`config.mk`:
```
export PLATFORM = sky130hd
export DESIGN_NAME = osdw_top
export DESIGN_NICKNAME = d
export VERILOG_FILES = /design/src/core/osdw_pkg.sv /design/src/core/osdw_sync3.sv /design/src/core/osdw_top.sv
export SDC_FILE = /design/constraint.sdc
export NUM_CORES = 1
export LEC_CHECK = 0
export ABC_AREA = 1
export ABC_CLOCK_PERIOD_IN_PS = 1900
export BUFFER_PORTS_ARGS = -buffer_cell sky130_fd_sc_hd__buf_2
export CORE_ASPECT_RATIO = 0.9
export CORE_MARGIN = 4
export CORE_UTILIZATION = 40
export DETAILED_ROUTE_END_ITERATION = 10
export PLACE_DENSITY = 0.61
export SLEW_MARGIN = 20
export SYNTH_ARGS = -nofsm -noshare
export SYNTH_HDL_FRONTEND = slang
export SYNTH_SLANG_ARGS = --single-unit
```
`constraint.sdc`:
```
create_clock -name sys_clk -period 1.9 [get_ports sys_clk]
set_clock_uncertainty 0.2 [all_clocks]
set_input_delay 0.095 -clock sys_clk [delete_from_list [all_inputs] [get_ports sys_clk]]
set_output_delay 0.095 -clock sys_clk [all_outputs]
set_load 0.01 [all_outputs]
```
`src/core/osdw_pkg.sv`:
```
// Purpose: shared constants and types of the osd window and background block
// Assumes: one clock, sys_clk at 250 MHz, doubling as the pixel clock
// Notes: register byte address is four times the register index
package osdw_pkg;
  // ---------------------------------------------------------------
  // register indices and bus geometry
  // ---------------------------------------------------------------
  localparam int OSDW_ADDR_W = 10;
  localparam logic [7:0] OSDW_IDX_HBLANK = 8'hf0;
  localparam logic [7:0] OSDW_IDX_HSTART = 8'hf1;
  localparam logic [7:0] OSDW_IDX_VSTART = 8'hf2;
  localparam logic [7:0] OSDW_IDX_FSCC = 8'hf3;
  localparam logic [7:0] OSDW_IDX_CTRL = 8'h10;
  localparam logic [7:0] OSDW_IDX_STAT = 8'h11;
  localparam logic [1:0] OSDW_HTRANS_NONSEQ = 2'h2;
  // ---------------------------------------------------------------
  // reset values and field positions
  // ---------------------------------------------------------------
  localparam logic [7:0] OSDW_RST_HBLANK = 8'h03;
  localparam logic [7:0] OSDW_RST_HSTART = 8'h03;
  localparam logic [5:0] OSDW_RST_VSTART = 6'h00;
  localparam logic [7:0] OSDW_RST_FSCC = 8'h00;
  localparam logic OSDW_RST_TRANSL = 1'b0;
  localparam int OSDW_FSCC_BE = 7;
  localparam int OSDW_FSCC_TIO = 6;
  localparam int OSDW_FSCC_MM = 5;
  localparam int OSDW_FSCC_HTC = 4;
  localparam int OSDW_CTRL_TRANSL = 0;
  // ---------------------------------------------------------------
  // timing: one pixel per clock, line period for the sync watchdog
  // ---------------------------------------------------------------
  localparam int OSDW_CLK_NS = 4;
  localparam int OSDW_TPIX_NS = 4;
  localparam int OSDW_TLINE_US = 64;
  localparam int OSDW_LINE_CYCLES = OSDW_TLINE_US * 1000 / OSDW_CLK_NS;
  localparam int OSDW_WD_W = 14;
  // ---------------------------------------------------------------
  // colour levels per channel
  // ---------------------------------------------------------------
  localparam logic [1:0] OSDW_LVL_FULL = 2'h3;
  localparam logic [1:0] OSDW_LVL_DARK = 2'h1;
  localparam logic [1:0] OSDW_LVL_GREY = 2'h2;
  localparam logic [3:0] OSDW_CODE_GREY = 4'hf;
  // ---------------------------------------------------------------
  // types
  // ---------------------------------------------------------------
  typedef enum logic [1:0] {OSDW_H_BLANK, OSDW_H_DELAY, OSDW_H_ACTIVE} osdw_hphase_t;
  typedef enum logic [1:0] {OSDW_BG_SOLID, OSDW_BG_TRANSL, OSDW_BG_TRANSP, OSDW_BG_BLANK} osdw_bg_t;
  typedef struct packed {
    osdw_bg_t bg;
    logic text;
  } osdw_bgres_t;
  typedef struct packed {
    logic pixel;
    logic [3:0] colour;
    logic boxed;
    logic flash;
    logic header;
  } osdw_char_t;
  typedef struct packed {
    logic [1:0] red;
    logic [1:0] green;
    logic [1:0] blue;
    logic fast_blank;
    logic transl;
    logic halftone;
    logic shared_pin;
  } osdw_video_t;
  typedef struct packed {
    logic [7:0] hblank_len;
    logic [7:0] hstart;
    logic [5:0] vstart;
    logic [7:0] fscc;
    logic transl_en;
    logic dp_valid;
    logic dp_write;
    logic [7:0] dp_idx;
    logic [31:0] rdata;
    logic readyout;
    logic hs_prev;
    logic vs_prev;
    osdw_hphase_t phase;
    logic [7:0] hb_cnt;
    logic [7:0] hp_cnt;
    logic [5:0] line_cnt;
    logic v_active;
    logic [OSDW_WD_W-1:0] wd_cnt;
    logic sync_lost;
    logic char_start;
    osdw_video_t vid;
    logic [7:0] chk_run;
    logic [7:0] chk_len;
  } osdw_state_t;
endpackage

```
`src/core/osdw_sync3.sv`:
```
// Purpose: three-stage synchroniser for a pin level
// Assumes: input is asynchronous to sys_clk
// Notes: level changes only once stages two and three agree
`timescale 1ns/100ps
module osdw_sync3 (
  input wire logic sys_clk, // pixel clock
  input wire logic reset, // synchronous, active high
  input wire logic pin, // raw pin level
  output logic level // filtered level
);
  import osdw_pkg::*;

  logic [3:0] s_q;
  logic [3:0] s_d;

  // ---------------------------------------------------------------
  // stage one feeds stage two only; the filter looks at two and three
  // ---------------------------------------------------------------
  always_comb begin
    s_d = {s_q[2:0], pin};
    s_d[3] = (s_q[1] == s_q[2]) ? s_q[2] : s_q[3];
  end

  always_ff @(posedge sys_clk) begin
    if (reset) begin
      s_q <= 4'h0;
    end else begin
      s_q <= s_d;
    end
  end

  assign level = s_q[3];
endmodule

```
`src/core/osdw_top.sv`:
```
// Purpose: osd window placement and background composition
// Assumes: sys_clk is the pixel clock; syncs are active high pins
// Notes: video outputs lag the character inputs by one clock
// Notes on behaviour
// - each hsync reloads blank counter from blank length
// - during blank, fast blanking low, colour black
// - start delay counted after blank, first character at zero
// - vsync loads line counter, hsync decrements it
// - select bit routes translucency or half-tone out
// - background colour is half-intensity, red, green, blue
// - codes map to colours, dark set, grey
// - no box, no mixed: solid or translucent
// - no box, mixed: transparent everywhere
// - box only: boxed text solid or translucent, rest blanked
// - box, mixed: boxed solid or translucent, rest transparent
// - all three: boxed transparent, rest solid or translucent
// - flashing boxed header under all three: transparent
//
// Local design decision: the AHB-Lite slave port.
`timescale 1ns/100ps
module osdw_top #(
  parameter int unsigned LINE_CYCLES = osdw_pkg::OSDW_LINE_CYCLES // sync watchdog span
) (
  input wire logic sys_clk, // pixel clock
  input wire logic reset, // synchronous, active high
  input wire logic hsel, // slave select
  input wire logic [osdw_pkg::OSDW_ADDR_W-1:0] haddr, // byte address
  input wire logic [1:0] htrans, // transfer type
  input wire logic hwrite, // write when high
  input wire logic [2:0] hsize, // word only
  input wire logic [31:0] hwdata, // write data
  input wire logic hready, // bus ready
  output logic hreadyout, // slave ready
  output logic [31:0] hrdata, // read data
  output logic hresp, // always okay
  input wire logic hsync_pin, // horizontal sync pin
  input wire logic vsync_pin, // vertical sync pin
  input wire osdw_pkg::osdw_char_t char_in, // character generator pixel
  output osdw_pkg::osdw_video_t video, // colour and blanking outputs
  output logic char_start // pulse: first character begins
);
  import osdw_pkg::*;

  osdw_state_t s_q;
  osdw_state_t s_d;
  logic hs_lvl;
  logic vs_lvl;
  logic hs_edge;
  logic vs_edge;
  logic in_text;
  logic text_px;
  logic [3:0] code;
  logic [5:0] rgb;
  osdw_bgres_t res;

  // ---------------------------------------------------------------
  // sync pins
  // ---------------------------------------------------------------
  osdw_sync3 u_hs (
    .sys_clk(sys_clk),
    .reset(reset),
    .pin(hsync_pin),
    .level(hs_lvl)
  );

  osdw_sync3 u_vs (
    .sys_clk(sys_clk),
    .reset(reset),
    .pin(vsync_pin),
    .level(vs_lvl)
  );

  // ---------------------------------------------------------------
  // helpers
  // ---------------------------------------------------------------
  // colour code to two-bit levels, red first
  function automatic logic [5:0] colour_rgb(input logic [3:0] c);
    logic [1:0] lvl;
    lvl = c[3] ? OSDW_LVL_DARK : OSDW_LVL_FULL;
    if (c == OSDW_CODE_GREY) begin
      colour_rgb = {3{OSDW_LVL_GREY}};
    end else begin
      colour_rgb = {c[2] ? lvl : 2'h0, c[1] ? lvl : 2'h0, c[0] ? lvl : 2'h0};
    end
  endfunction

  // background kind and text visibility from the box settings
  function automatic osdw_bgres_t bg_decode(input logic [7:0] f, input logic tl,
                                            input logic bx, input logic fl,
                                            input logic hd);
    osdw_bg_t sol;
    sol = tl ? OSDW_BG_TRANSL : OSDW_BG_SOLID;
    bg_decode.text = 1'b1;
    bg_decode.bg = sol;
    unique case ({f[OSDW_FSCC_BE], f[OSDW_FSCC_TIO], f[OSDW_FSCC_MM]})
      3'b000, 3'b010: bg_decode.bg = sol;
      3'b001, 3'b011: bg_decode.bg = OSDW_BG_TRANSP;
      3'b100: begin
        bg_decode.bg = bx ? sol : OSDW_BG_BLANK;
        bg_decode.text = bx;
      end
      3'b101: bg_decode.bg = bx ? sol : OSDW_BG_TRANSP;
      3'b110: begin
        bg_decode.bg = bx ? OSDW_BG_TRANSP : OSDW_BG_SOLID;
        bg_decode.text = !bx;
      end
      3'b111: begin
        bg_decode.bg = bx ? OSDW_BG_TRANSP : sol;
        bg_decode.text = !(bx && fl && hd);
      end
    endcase
  endfunction

  // register read view; reserved bits read zero
  function automatic logic [31:0] rd_word(input osdw_state_t s, input logic [7:0] idx);
    rd_word = 32'h0;
    unique case (idx)
      OSDW_IDX_HBLANK: rd_word[7:0] = s.hblank_len;
      OSDW_IDX_HSTART: rd_word[7:0] = s.hstart;
      OSDW_IDX_VSTART: rd_word[5:0] = s.vstart; // upper bits held zero
      OSDW_IDX_FSCC: rd_word[7:0] = s.fscc;
      OSDW_IDX_CTRL: rd_word[OSDW_CTRL_TRANSL] = s.transl_en;
      OSDW_IDX_STAT: rd_word[11:0] = {s.sync_lost, s.v_active, s.phase, 2'h0, s.line_cnt};
      default: rd_word = 32'h0;
    endcase
  endfunction

  // ---------------------------------------------------------------
  // next state
  // ---------------------------------------------------------------
  always_comb begin
    s_d = s_q;
    hs_edge = hs_lvl && !s_q.hs_prev;
    vs_edge = vs_lvl && !s_q.vs_prev;
    s_d.hs_prev = hs_lvl;
    s_d.vs_prev = vs_lvl;
    s_d.char_start = 1'b0;

    // bus data phase: write lands before any read in the same cycle
    if (s_q.dp_valid && s_q.dp_write) begin
      unique case (s_q.dp_idx)
        OSDW_IDX_HBLANK: s_d.hblank_len = hwdata[7:0];
        OSDW_IDX_HSTART: s_d.hstart = hwdata[7:0];
        OSDW_IDX_VSTART: s_d.vstart = hwdata[5:0];
        OSDW_IDX_FSCC: s_d.fscc = hwdata[7:0];
        OSDW_IDX_CTRL: s_d.transl_en = hwdata[OSDW_CTRL_TRANSL];
        default: s_d.transl_en = s_d.transl_en;
      endcase
    end
    // bus address phase: zero wait, read word prepared for the data phase
    s_d.dp_valid = hsel && hready && htrans == OSDW_HTRANS_NONSEQ;
    s_d.dp_write = hwrite;
    s_d.dp_idx = haddr[OSDW_ADDR_W-1:2];
    s_d.rdata = s_d.dp_valid && !hwrite ? rd_word(s_d, haddr[OSDW_ADDR_W-1:2]) : 32'h0;
    s_d.readyout = 1'b1;

    // horizontal sequencer, one step per pixel clock
    unique case (s_q.phase)
      OSDW_H_BLANK: begin
        s_d.hb_cnt = s_q.hb_cnt - 8'h01;
        if (s_q.hb_cnt <= 8'h01) begin
          s_d.phase = OSDW_H_DELAY;
        end
      end
      OSDW_H_DELAY: begin
        if (s_q.hp_cnt == 8'h00) begin
          s_d.phase = OSDW_H_ACTIVE;
          s_d.char_start = 1'b1;
        end else begin
          s_d.hp_cnt = s_q.hp_cnt - 8'h01;
        end
      end
      OSDW_H_ACTIVE: s_d.phase = OSDW_H_ACTIVE;
    endcase

    // sync restarts the line; a zero blank length skips the blank
    if (hs_edge) begin
      s_d.hb_cnt = s_q.hblank_len;
      s_d.hp_cnt = s_q.hstart;
      s_d.phase = s_q.hblank_len == 8'h00 ? OSDW_H_DELAY : OSDW_H_BLANK;
      if (s_q.line_cnt != 6'h00) begin
        s_d.line_cnt = s_q.line_cnt - 6'h01;
        s_d.v_active = s_q.line_cnt == 6'h01;
      end
    end
    // vsync wins over a coinciding hsync for the line counter
    if (vs_edge) begin
      s_d.line_cnt = s_q.vstart;
      s_d.v_active = s_q.vstart == 6'h00;
    end

    // watchdog: no hsync for a whole line period flags loss
    if (hs_edge) begin
      s_d.wd_cnt = '0;
      s_d.sync_lost = 1'b0;
    end else if (s_q.wd_cnt >= OSDW_WD_W'(LINE_CYCLES)) begin
      s_d.sync_lost = 1'b1;
    end else begin
      s_d.wd_cnt = s_q.wd_cnt + OSDW_WD_W'(1);
    end

    // background composition; outside the text area nothing is boxed
    in_text = s_q.v_active && s_q.phase == OSDW_H_ACTIVE;
    res = bg_decode(s_q.fscc, s_q.transl_en, in_text && char_in.boxed,
                    char_in.flash, in_text && char_in.header);
    text_px = in_text && res.text && char_in.pixel;
    code = text_px ? char_in.colour : s_q.fscc[3:0];
    rgb = colour_rgb(code);
    if (!text_px && (res.bg == OSDW_BG_TRANSP || res.bg == OSDW_BG_BLANK)) begin
      rgb = 6'h00;
    end
    s_d.vid.fast_blank = text_px || res.bg == OSDW_BG_SOLID || res.bg == OSDW_BG_TRANSL;
    s_d.vid.transl = !text_px && res.bg == OSDW_BG_TRANSL;
    s_d.vid.halftone = s_d.vid.fast_blank && code[3];
    if (s_q.phase == OSDW_H_BLANK) begin
      rgb = 6'h00;
      s_d.vid.fast_blank = 1'b0;
      s_d.vid.transl = 1'b0;
      s_d.vid.halftone = 1'b0;
    end
    {s_d.vid.red, s_d.vid.green, s_d.vid.blue} = rgb;
    s_d.vid.shared_pin = s_q.fscc[OSDW_FSCC_HTC] ? s_d.vid.halftone : s_d.vid.transl;

    // check helpers: run length of each blank and the length it loaded
    s_d.chk_run = s_q.phase == OSDW_H_BLANK ? s_q.chk_run + 8'h01 : 8'h00;
    if (hs_edge) begin
      s_d.chk_run = 8'h00;
      s_d.chk_len = s_q.hblank_len;
    end
  end

  // ---------------------------------------------------------------
  // state register
  // ---------------------------------------------------------------
  always_ff @(posedge sys_clk) begin
    if (reset) begin
      s_q <= '0;
      s_q.hblank_len <= OSDW_RST_HBLANK;
      s_q.hstart <= OSDW_RST_HSTART;
      s_q.vstart <= OSDW_RST_VSTART;
      s_q.fscc <= OSDW_RST_FSCC;
      s_q.transl_en <= OSDW_RST_TRANSL;
      s_q.readyout <= 1'b1;
      s_q.phase <= OSDW_H_DELAY;
    end else begin
      s_q <= s_d;
    end
  end

  // outputs straight from the state register; hresp tied low
  assign hreadyout = s_q.readyout;
  assign hrdata = s_q.rdata;
  assign hresp = 1'b0;
  assign video = s_q.vid;
  assign char_start = s_q.char_start;
endmodule
```
==> results of run 1 <==
## cell type report
| type | count | area share |
|---|---|---|
| clock buffers | 17 | 0.0574 |
| well taps | 193 | 0.0326 |
| inverters | 128 | 0.0654 |
| clock inverters | 15 | 0.0218 |
| flip-flops and latches | 114 | 0.308 |
| multi-input cells | 579 | 0.392 |
| repair buffers | 126 | 0.123 |
## cells by family (layout without fill, tap and decap cells)
group	after synthesis	count (layout)
AO/OA/AOI/OAI	87	87
XOR/XNOR	12	12
adder cells (fa/ha/maj)	11	11
buffers and inverters	188	286
flip-flops	114	114
other	2	22
AND/OR/NAND/NOR	447	447
## layer usage
metal / vias to the layer above / global-route usage
met1: 2554 / 0.263
li1: 2864 / -
met4: 0 / 0.0642
met2: 137 / 0.272
met3: 22 / 0.0415
met5: - / 0
## flip-flops by register name, indices dropped and copies added (netlist names)
name	count
video	10
s_q	83
hrdata	12
u_hs.s_q	4
u_vs.s_q	4
char_start	1
## worst max-delay path: cells and delay by family (launching register included)
kind	cells	cell delay [ns]
AND/OR/NAND/NOR	8	0.77
flip-flops	1	0.37
buffers and inverters	2	0.18
adder cells (fa/ha/maj)	1	0.18
## what timing repair did
| action | CTS | global route |
|---|---|---|
| hold buffers | 27 | 0 |
| endpoints found under the hold margin | 60 | 0 |
| resized for setup | 9 | 30 |
| pin swaps | 6 | 13 |
| setup buffers | 4 | 5 |
| endpoints found under the setup margin | 6 | 27 |
## worst paths after layout
| kind | start | end | cells past startpoint | slack [ns] |
|---|---|---|---|---|
| setup / recovery | s_q[66]$_SDFFE_PP0P_ | video[4]$_SDFF_PP0_ | 11 | 0.09 |
| hold / removal | char_in[4] | video[6]$_SDFF_PP0_ | 7 | 0.04 |
| setup reg to reg | s_q[66]$_SDFFE_PP0P_ | video[4]$_SDFF_PP0_ | 11 | 0.09 |
| hold reg to reg | u_hs.s_q[0]$_SDFF_PP0_ | u_hs.s_q[1]$_SDFF_PP0_ | 2 | 0.20 |
## report_power, final
part	switching, mW	leakage, nW	internal (mW)
Clock	1.20	0.264	1.93
Sequential	0.118	0.926	2.57
Combinational	0.950	2.31	0.686
Total	2.27	3.50	5.19
## layout by cell type (no fill, tap or decap), types with 14 or more instances in the layout
cell type	n
buf_2	55
a21oi_1	27
clkbuf_16	17
nor2_2	14
conb_1	22
inv_1	121
nand3_1	72
buf_4	40
o21ai_0	29
nand2_1	190
dfxtp_1	113
dlygate4sd3_1	27
nor2_1	113
nand4_1	16
## metrics by stage
step / std cells / setup TNS [ns] / instance area, sq um / util
after CTS: 1167 / 0 / 7270 / 0.511
after floorplan: 881 / 0 / 5970 / -
after global routing: 1172 / -0.167 / 7410 / 0.521
final: 1172 / 0 / 7410 / 0.521
after global placement: 1104 / -0.00342 / 6350 / 0.447
after detailed placement: 1104 / -0.155 / 6350 / 0.447
==> qor.csv, run 1 <==
stage,metric,value,unit
run_status,status,"finished, final reports clean",
sta,fin_ws,0.0910,ns
routing,first_pass_iters,5,
sta,final-setup-viol-count,0,
routing,via_count,5577,
run,maxCapViolations,0,
sta,rsz0062_at_grt,yes,
placed_design,dpl_worst_slack,-0.0414,ns
placed_design,place.gp.congestion,0.853,
global_route,grt.total_usage,0.184,
synthesis,synthArstFlopShare,0,
routing,wl_met3,787,microns
clocking,cts_sinks,114,
routing,top_layer,met4,
cells_and_area,fillers,1405,
cells_and_area,final_nets,1039,
clocking,cts_tree,built,
pwr,cellPowerDensity,1010,mW/mm^2
routing,drt_iter0_markers,353,
synthesis,yosys-mux-area-fraction,0,
synthesis,synth_top_family_by_area,simple AND/OR/NAND/NOR gates,
global_route,grt_antenna_before_repair,0,
synthesis,syn_avg_cell_area,6.85,sq um
synthesis,synthTopCellsByCount,"195 x nand2_1, 125 x inv_1, 120 x nor2_1, 114 x dfxtp_1, 76 x nand3_1",
synthesis,yosys.area.top_type,dfxtp_1,
sta,fin_crit,1.81,ns
synthesis,ys_warn_count,0,
sta,hold_violations,0,
synthesis,synth_edf_count,0,
clocking,cts_buffer_depth,2,
sta,whs,0.0422,ns
synthesis,synth-simple-area-share,0.330,
synthesis,synthCells,861,
floorplanning,core_area,0.0142,sq mm
critical_path,required,2.01,ns
synthesis,synthMostInstantiatedCell,nand2_1,
global_route,grt_overflow,0,
floorplanning,rows,41,
clocking,h-tree-depth,4,
critical_path,worstPathArrival,1.92,ns
routing,via_per_inst,4.76,
placed_design,dp_hpwl,10900,microns
routing,routed_wl,15100,microns
cells_and_area,multi_input_area,0.00290,sq mm
critical_path,worstSetupPathType,reg -> reg,
synthesis,synth_fa_ha_area_frac,0.0233,
synthesis,synth.top_cell.area_share,0.387,
placed_design,io_buffers,55,
floorplanning,die_w,136,microns
critical_path,critPathMaxFanout,5,
critical_path,crit_slowest_cell,dfxtp_1,
cells_and_area,drive_gt1_frac,0.194,
sta,final-max-slew-violation-count,0,
sta,max_freq,553,MHz
clocking,clkSlewWorstSetupHoldPaths,0.05,ns
critical_path,critPathMaxStageDelay,0.37,ns
floorplanning,die_area,0.0167,sq mm
min_path,worstHoldPathType,in -> reg,
global_route,grt_max_degree,55,
cells_and_area,regArea,0.00228,sq mm
critical_path,cpMostUsedCell,nor2_4,
cells_and_area,n_antenna_cell,0,
synthesis,seq_area_frac_synth,0.387,
floorplanning,initial_utilization,0.415,
critical_path,cp-end-kind,flop,
global_route,grt_pass1_vias,5118,
routing,drc,0,
floorplanning,num_io_pins,107,
synthesis,yosys.area_share.xor_xnor,0.0178,
routing,routed-wl-met2,6610,microns
synthesis,synth-seq-cells,114,
clocking,cts_root_buf,clkbuf_16,
synthesis,synth_area,0.00590,sq mm
routing,final_antenna_net_count,0,
critical_path,worstPathCellList,ha_4 -> nand3_2 -> nand4_1 -> nand3_4 -> buf_6 -> nand2_2 -> inv_2 -> nor2_4 -> nand2_4 -> nor2_4 -> nor2_1,
critical_path,crit_path_start_kind,flop,
floorplanning,die_h,123,microns
pwr,ir_drop,0.644,mV
sta,period_share,0.952,
global_route,grt_pass1_wl,24200,microns
synthesis,synth_compound_area_frac,0.0862,
synthesis,ys.flop_type,dfxtp_1,
clocking,clk_latency,0.41,ns
cells_and_area,area_growth,25.7,%
clocking,cts_buffers,17,
routing,post_drt_wl_per_cell,12.8,microns
synthesis,synthTopCellsByArea,"dfxtp_1 39%, nand2_1 12%, inv_1 8.0%",
pwr,leakage,3.50,nW
routing,drt-met1-wl,7400,microns
synthesis,ys_types,38,
pwr,finalPower,7.46,mW
Note: power is estimated with default switching activity, not from simulation.
==> run 2, diff against run 1 <==
==> constraint.sdc (replaced) <==
create_clock -name sys_clk -period 1.9 [get_ports sys_clk]
set_clock_uncertainty 0.2 [all_clocks]
set_input_delay 0.38 -clock sys_clk [delete_from_list [all_inputs] [get_ports sys_clk]]
set_output_delay 0.38 -clock sys_clk [all_outputs]
set_load 0.01 [all_outputs]
==> qor.csv, run 2 (same netlist as run 1, synthesis figures left out) <==
stage,metric,value,unit
routing,post_drt_wl_per_cell,12.5,microns
global_route,grt_pass1_vias,4875,
sta,fin_crit,1.87,ns
cells_and_area,fillers,1390,
placed_design,place.gp.congestion,0.849,
min_path,worstHoldPathType,in -> reg,
cells_and_area,layout_common_cells,"191 x nand2_1, 122 x inv_1, 112 x dfxtp_1",
critical_path,worstSetupPathType,in -> reg,
cells_and_area,n_antenna_cell,0,
critical_path,critPathMaxStageDelay,0.55,ns
critical_path,cp-end-kind,flop,
floorplanning,core_area,0.0142,sq mm
floorplanning,die_w,136,microns
clocking,cts_sinks,114,
routing,first_pass_iters,5,
floorplanning,die_area,0.0167,sq mm
run_status,status,"finished, final reports clean",
pwr,cellPowerDensity,1030,mW/mm^2
cells_and_area,largest_reg_flops,83,
clocking,h-tree-depth,4,
global_route,grt_antenna_before_repair,0,
floorplanning,num_io_pins,107,
routing,drt_iter0_markers,343,
global_route,grt_overflow,0,
run,maxCapViolations,0,
routing,final_antenna_net_count,0,
sta,final-max-slew-violation-count,0,
floorplanning,rows,41,
critical_path,cpMostUsedCell,nand2_1,
critical_path,crit_slowest_cell,dlygate4sd3_1,
sta,period_share,0.984,
clocking,cts_root_buf,clkbuf_16,
critical_path,worstPathCellList,buf_2 -> dlygate4sd3_1 -> inv_1 -> nand4_1 -> nor2_4 -> buf_6 -> nand2_1 -> nand2_1 -> nor2_2 -> nor2_1,
sta,rsz0062_at_grt,yes,
pwr,intPower,5.43,mW
clocking,clkSlewWorstSetupHoldPaths,0.05,ns
routing,routed_wl,14400,microns
placed_design,io_buffers,55,
cells_and_area,utilization,0.515,
critical_path,required,2.03,ns
pwr,seqPwrFrac,0.356,
routing,via_count,5389,
global_route,grt.total_usage,0.176,
floorplanning,die_h,123,microns
cells_and_area,drive_gt1_frac,0.206,
pwr,leakage,3.47,nW
placed_design,dp_hpwl,10700,microns
cells_and_area,area_growth,24.2,%
critical_path,crit_path_start_kind,input port,
floorplanning,initial_utilization,0.415,
pwr,netSwitchingFraction,0.283,
sta,whs,0.0117,ns
pwr,finalPower,7.57,mW
pwr,switchingPower,2.14,mW
critical_path,critPathMaxFanout,7,
global_route,grt_pass1_wl,23200,microns
cells_and_area,regMostFlops,s_q,
pwr,p_comb_frac,0.216,
routing,via_per_inst,4.66,
sta,hold_violations,0,
clocking,clk_latency,0.41,ns
pwr,ir_drop,0.678,mV
cells_and_area,final_nets,1025,
pwr,clockPowerShare,0.429,
sta,final-setup-viol-count,0,
routing,drc,0,
cells_and_area,final_common_cell,nand2_1,
critical_path,worstPathArrival,2.00,ns
clocking,cts_tree,built,
clocking,cts_buffers,17,
clocking,cts_buffer_depth,2,
sta,max_freq,535,MHz
global_route,grt_max_degree,60,
-- run 2: cell count changes in the layout (fill, tap and decap cells not counted), moves of 5 or more --
cell / delta
nand3_1: -5
dlygate4sd3_1: -19
buf_4: +6
clkinvlp_4: -7
-- run 2: power by group through the flow --
stage	sequential, mW	clock (mW)	combinational (mW)
finish	2.69	3.25	1.63
global placement	2.73	0	1.58
floorplan	2.71	0	1.19
global route	2.71	3.41	1.88
detailed placement	2.73	0	1.58
CTS	2.69	3.30	1.61
-- run 2: worst max-delay path: cells and delay by family --
| family | cells | cell delay, ns |
|---|---|---|
| simple gates | 6 | 0.74 |
| buf+inv | 4 | 0.87 |
-- run 2: through the flow --
stage                     setup slack, ns  setup TNS (ns)  std cells  area (sq um)
after floorplan                     0.145               0        881          5970
after detailed placement          -0.0625          -0.327       1111          6390
after CTS                          0.0263               0       1152          7140
after global placement            -0.0361          -0.148       1111          6390
after global routing              -0.0393          -0.195       1156          7320
final                              0.0300               0       1156          7320
-- run 2: path summary, 6_finish.rpt --
check	slack [ns]	startpoint	endpoint	cells past startpoint
setup reg to reg	0.11	s_q[103]$_SDFF_PP0_	hrdata[1]$_SDFF_PP0_	7
hold / removal	0.01	haddr[8]	s_q[108]$_SDFF_PP0_	3
hold reg to reg	0.21	u_vs.s_q[0]$_SDFF_PP0_	u_vs.s_q[1]$_SDFF_PP0_	2
setup / recovery	0.03	haddr[9]	hrdata[1]$_SDFF_PP0_	10
-- run 2: timing repair --
item | CTS | global route
setup buffers | 2 | 5
gates resized for setup | 12 | 43
hold buffers | 9 | 0
hold endpoints to repair | 9 | 0
setup endpoints to repair | 7 | 23
pin swaps | 6 | 16
-- run 2: routing by layer --
metal  up-vias  wire length [microns]  global-route usage
li1       2840                      -                   -
met1      2411                   7260               0.255
met2       124                   6170               0.257
met3        14                    812              0.0452
met4         0                    157              0.0567
met5         -                      0                   0
-- run 2: cell type report --
type	instances	area, sq um	area share
flip-flops and latches	114	2280	0.312
clock buffers	25	495	0.0677
multi-input cells	579	2960	0.405
inverters	128	485	0.0663
repair buffers	112	751	0.103
well taps	193	241	0.0330
clock inverters	5	100	0.0137
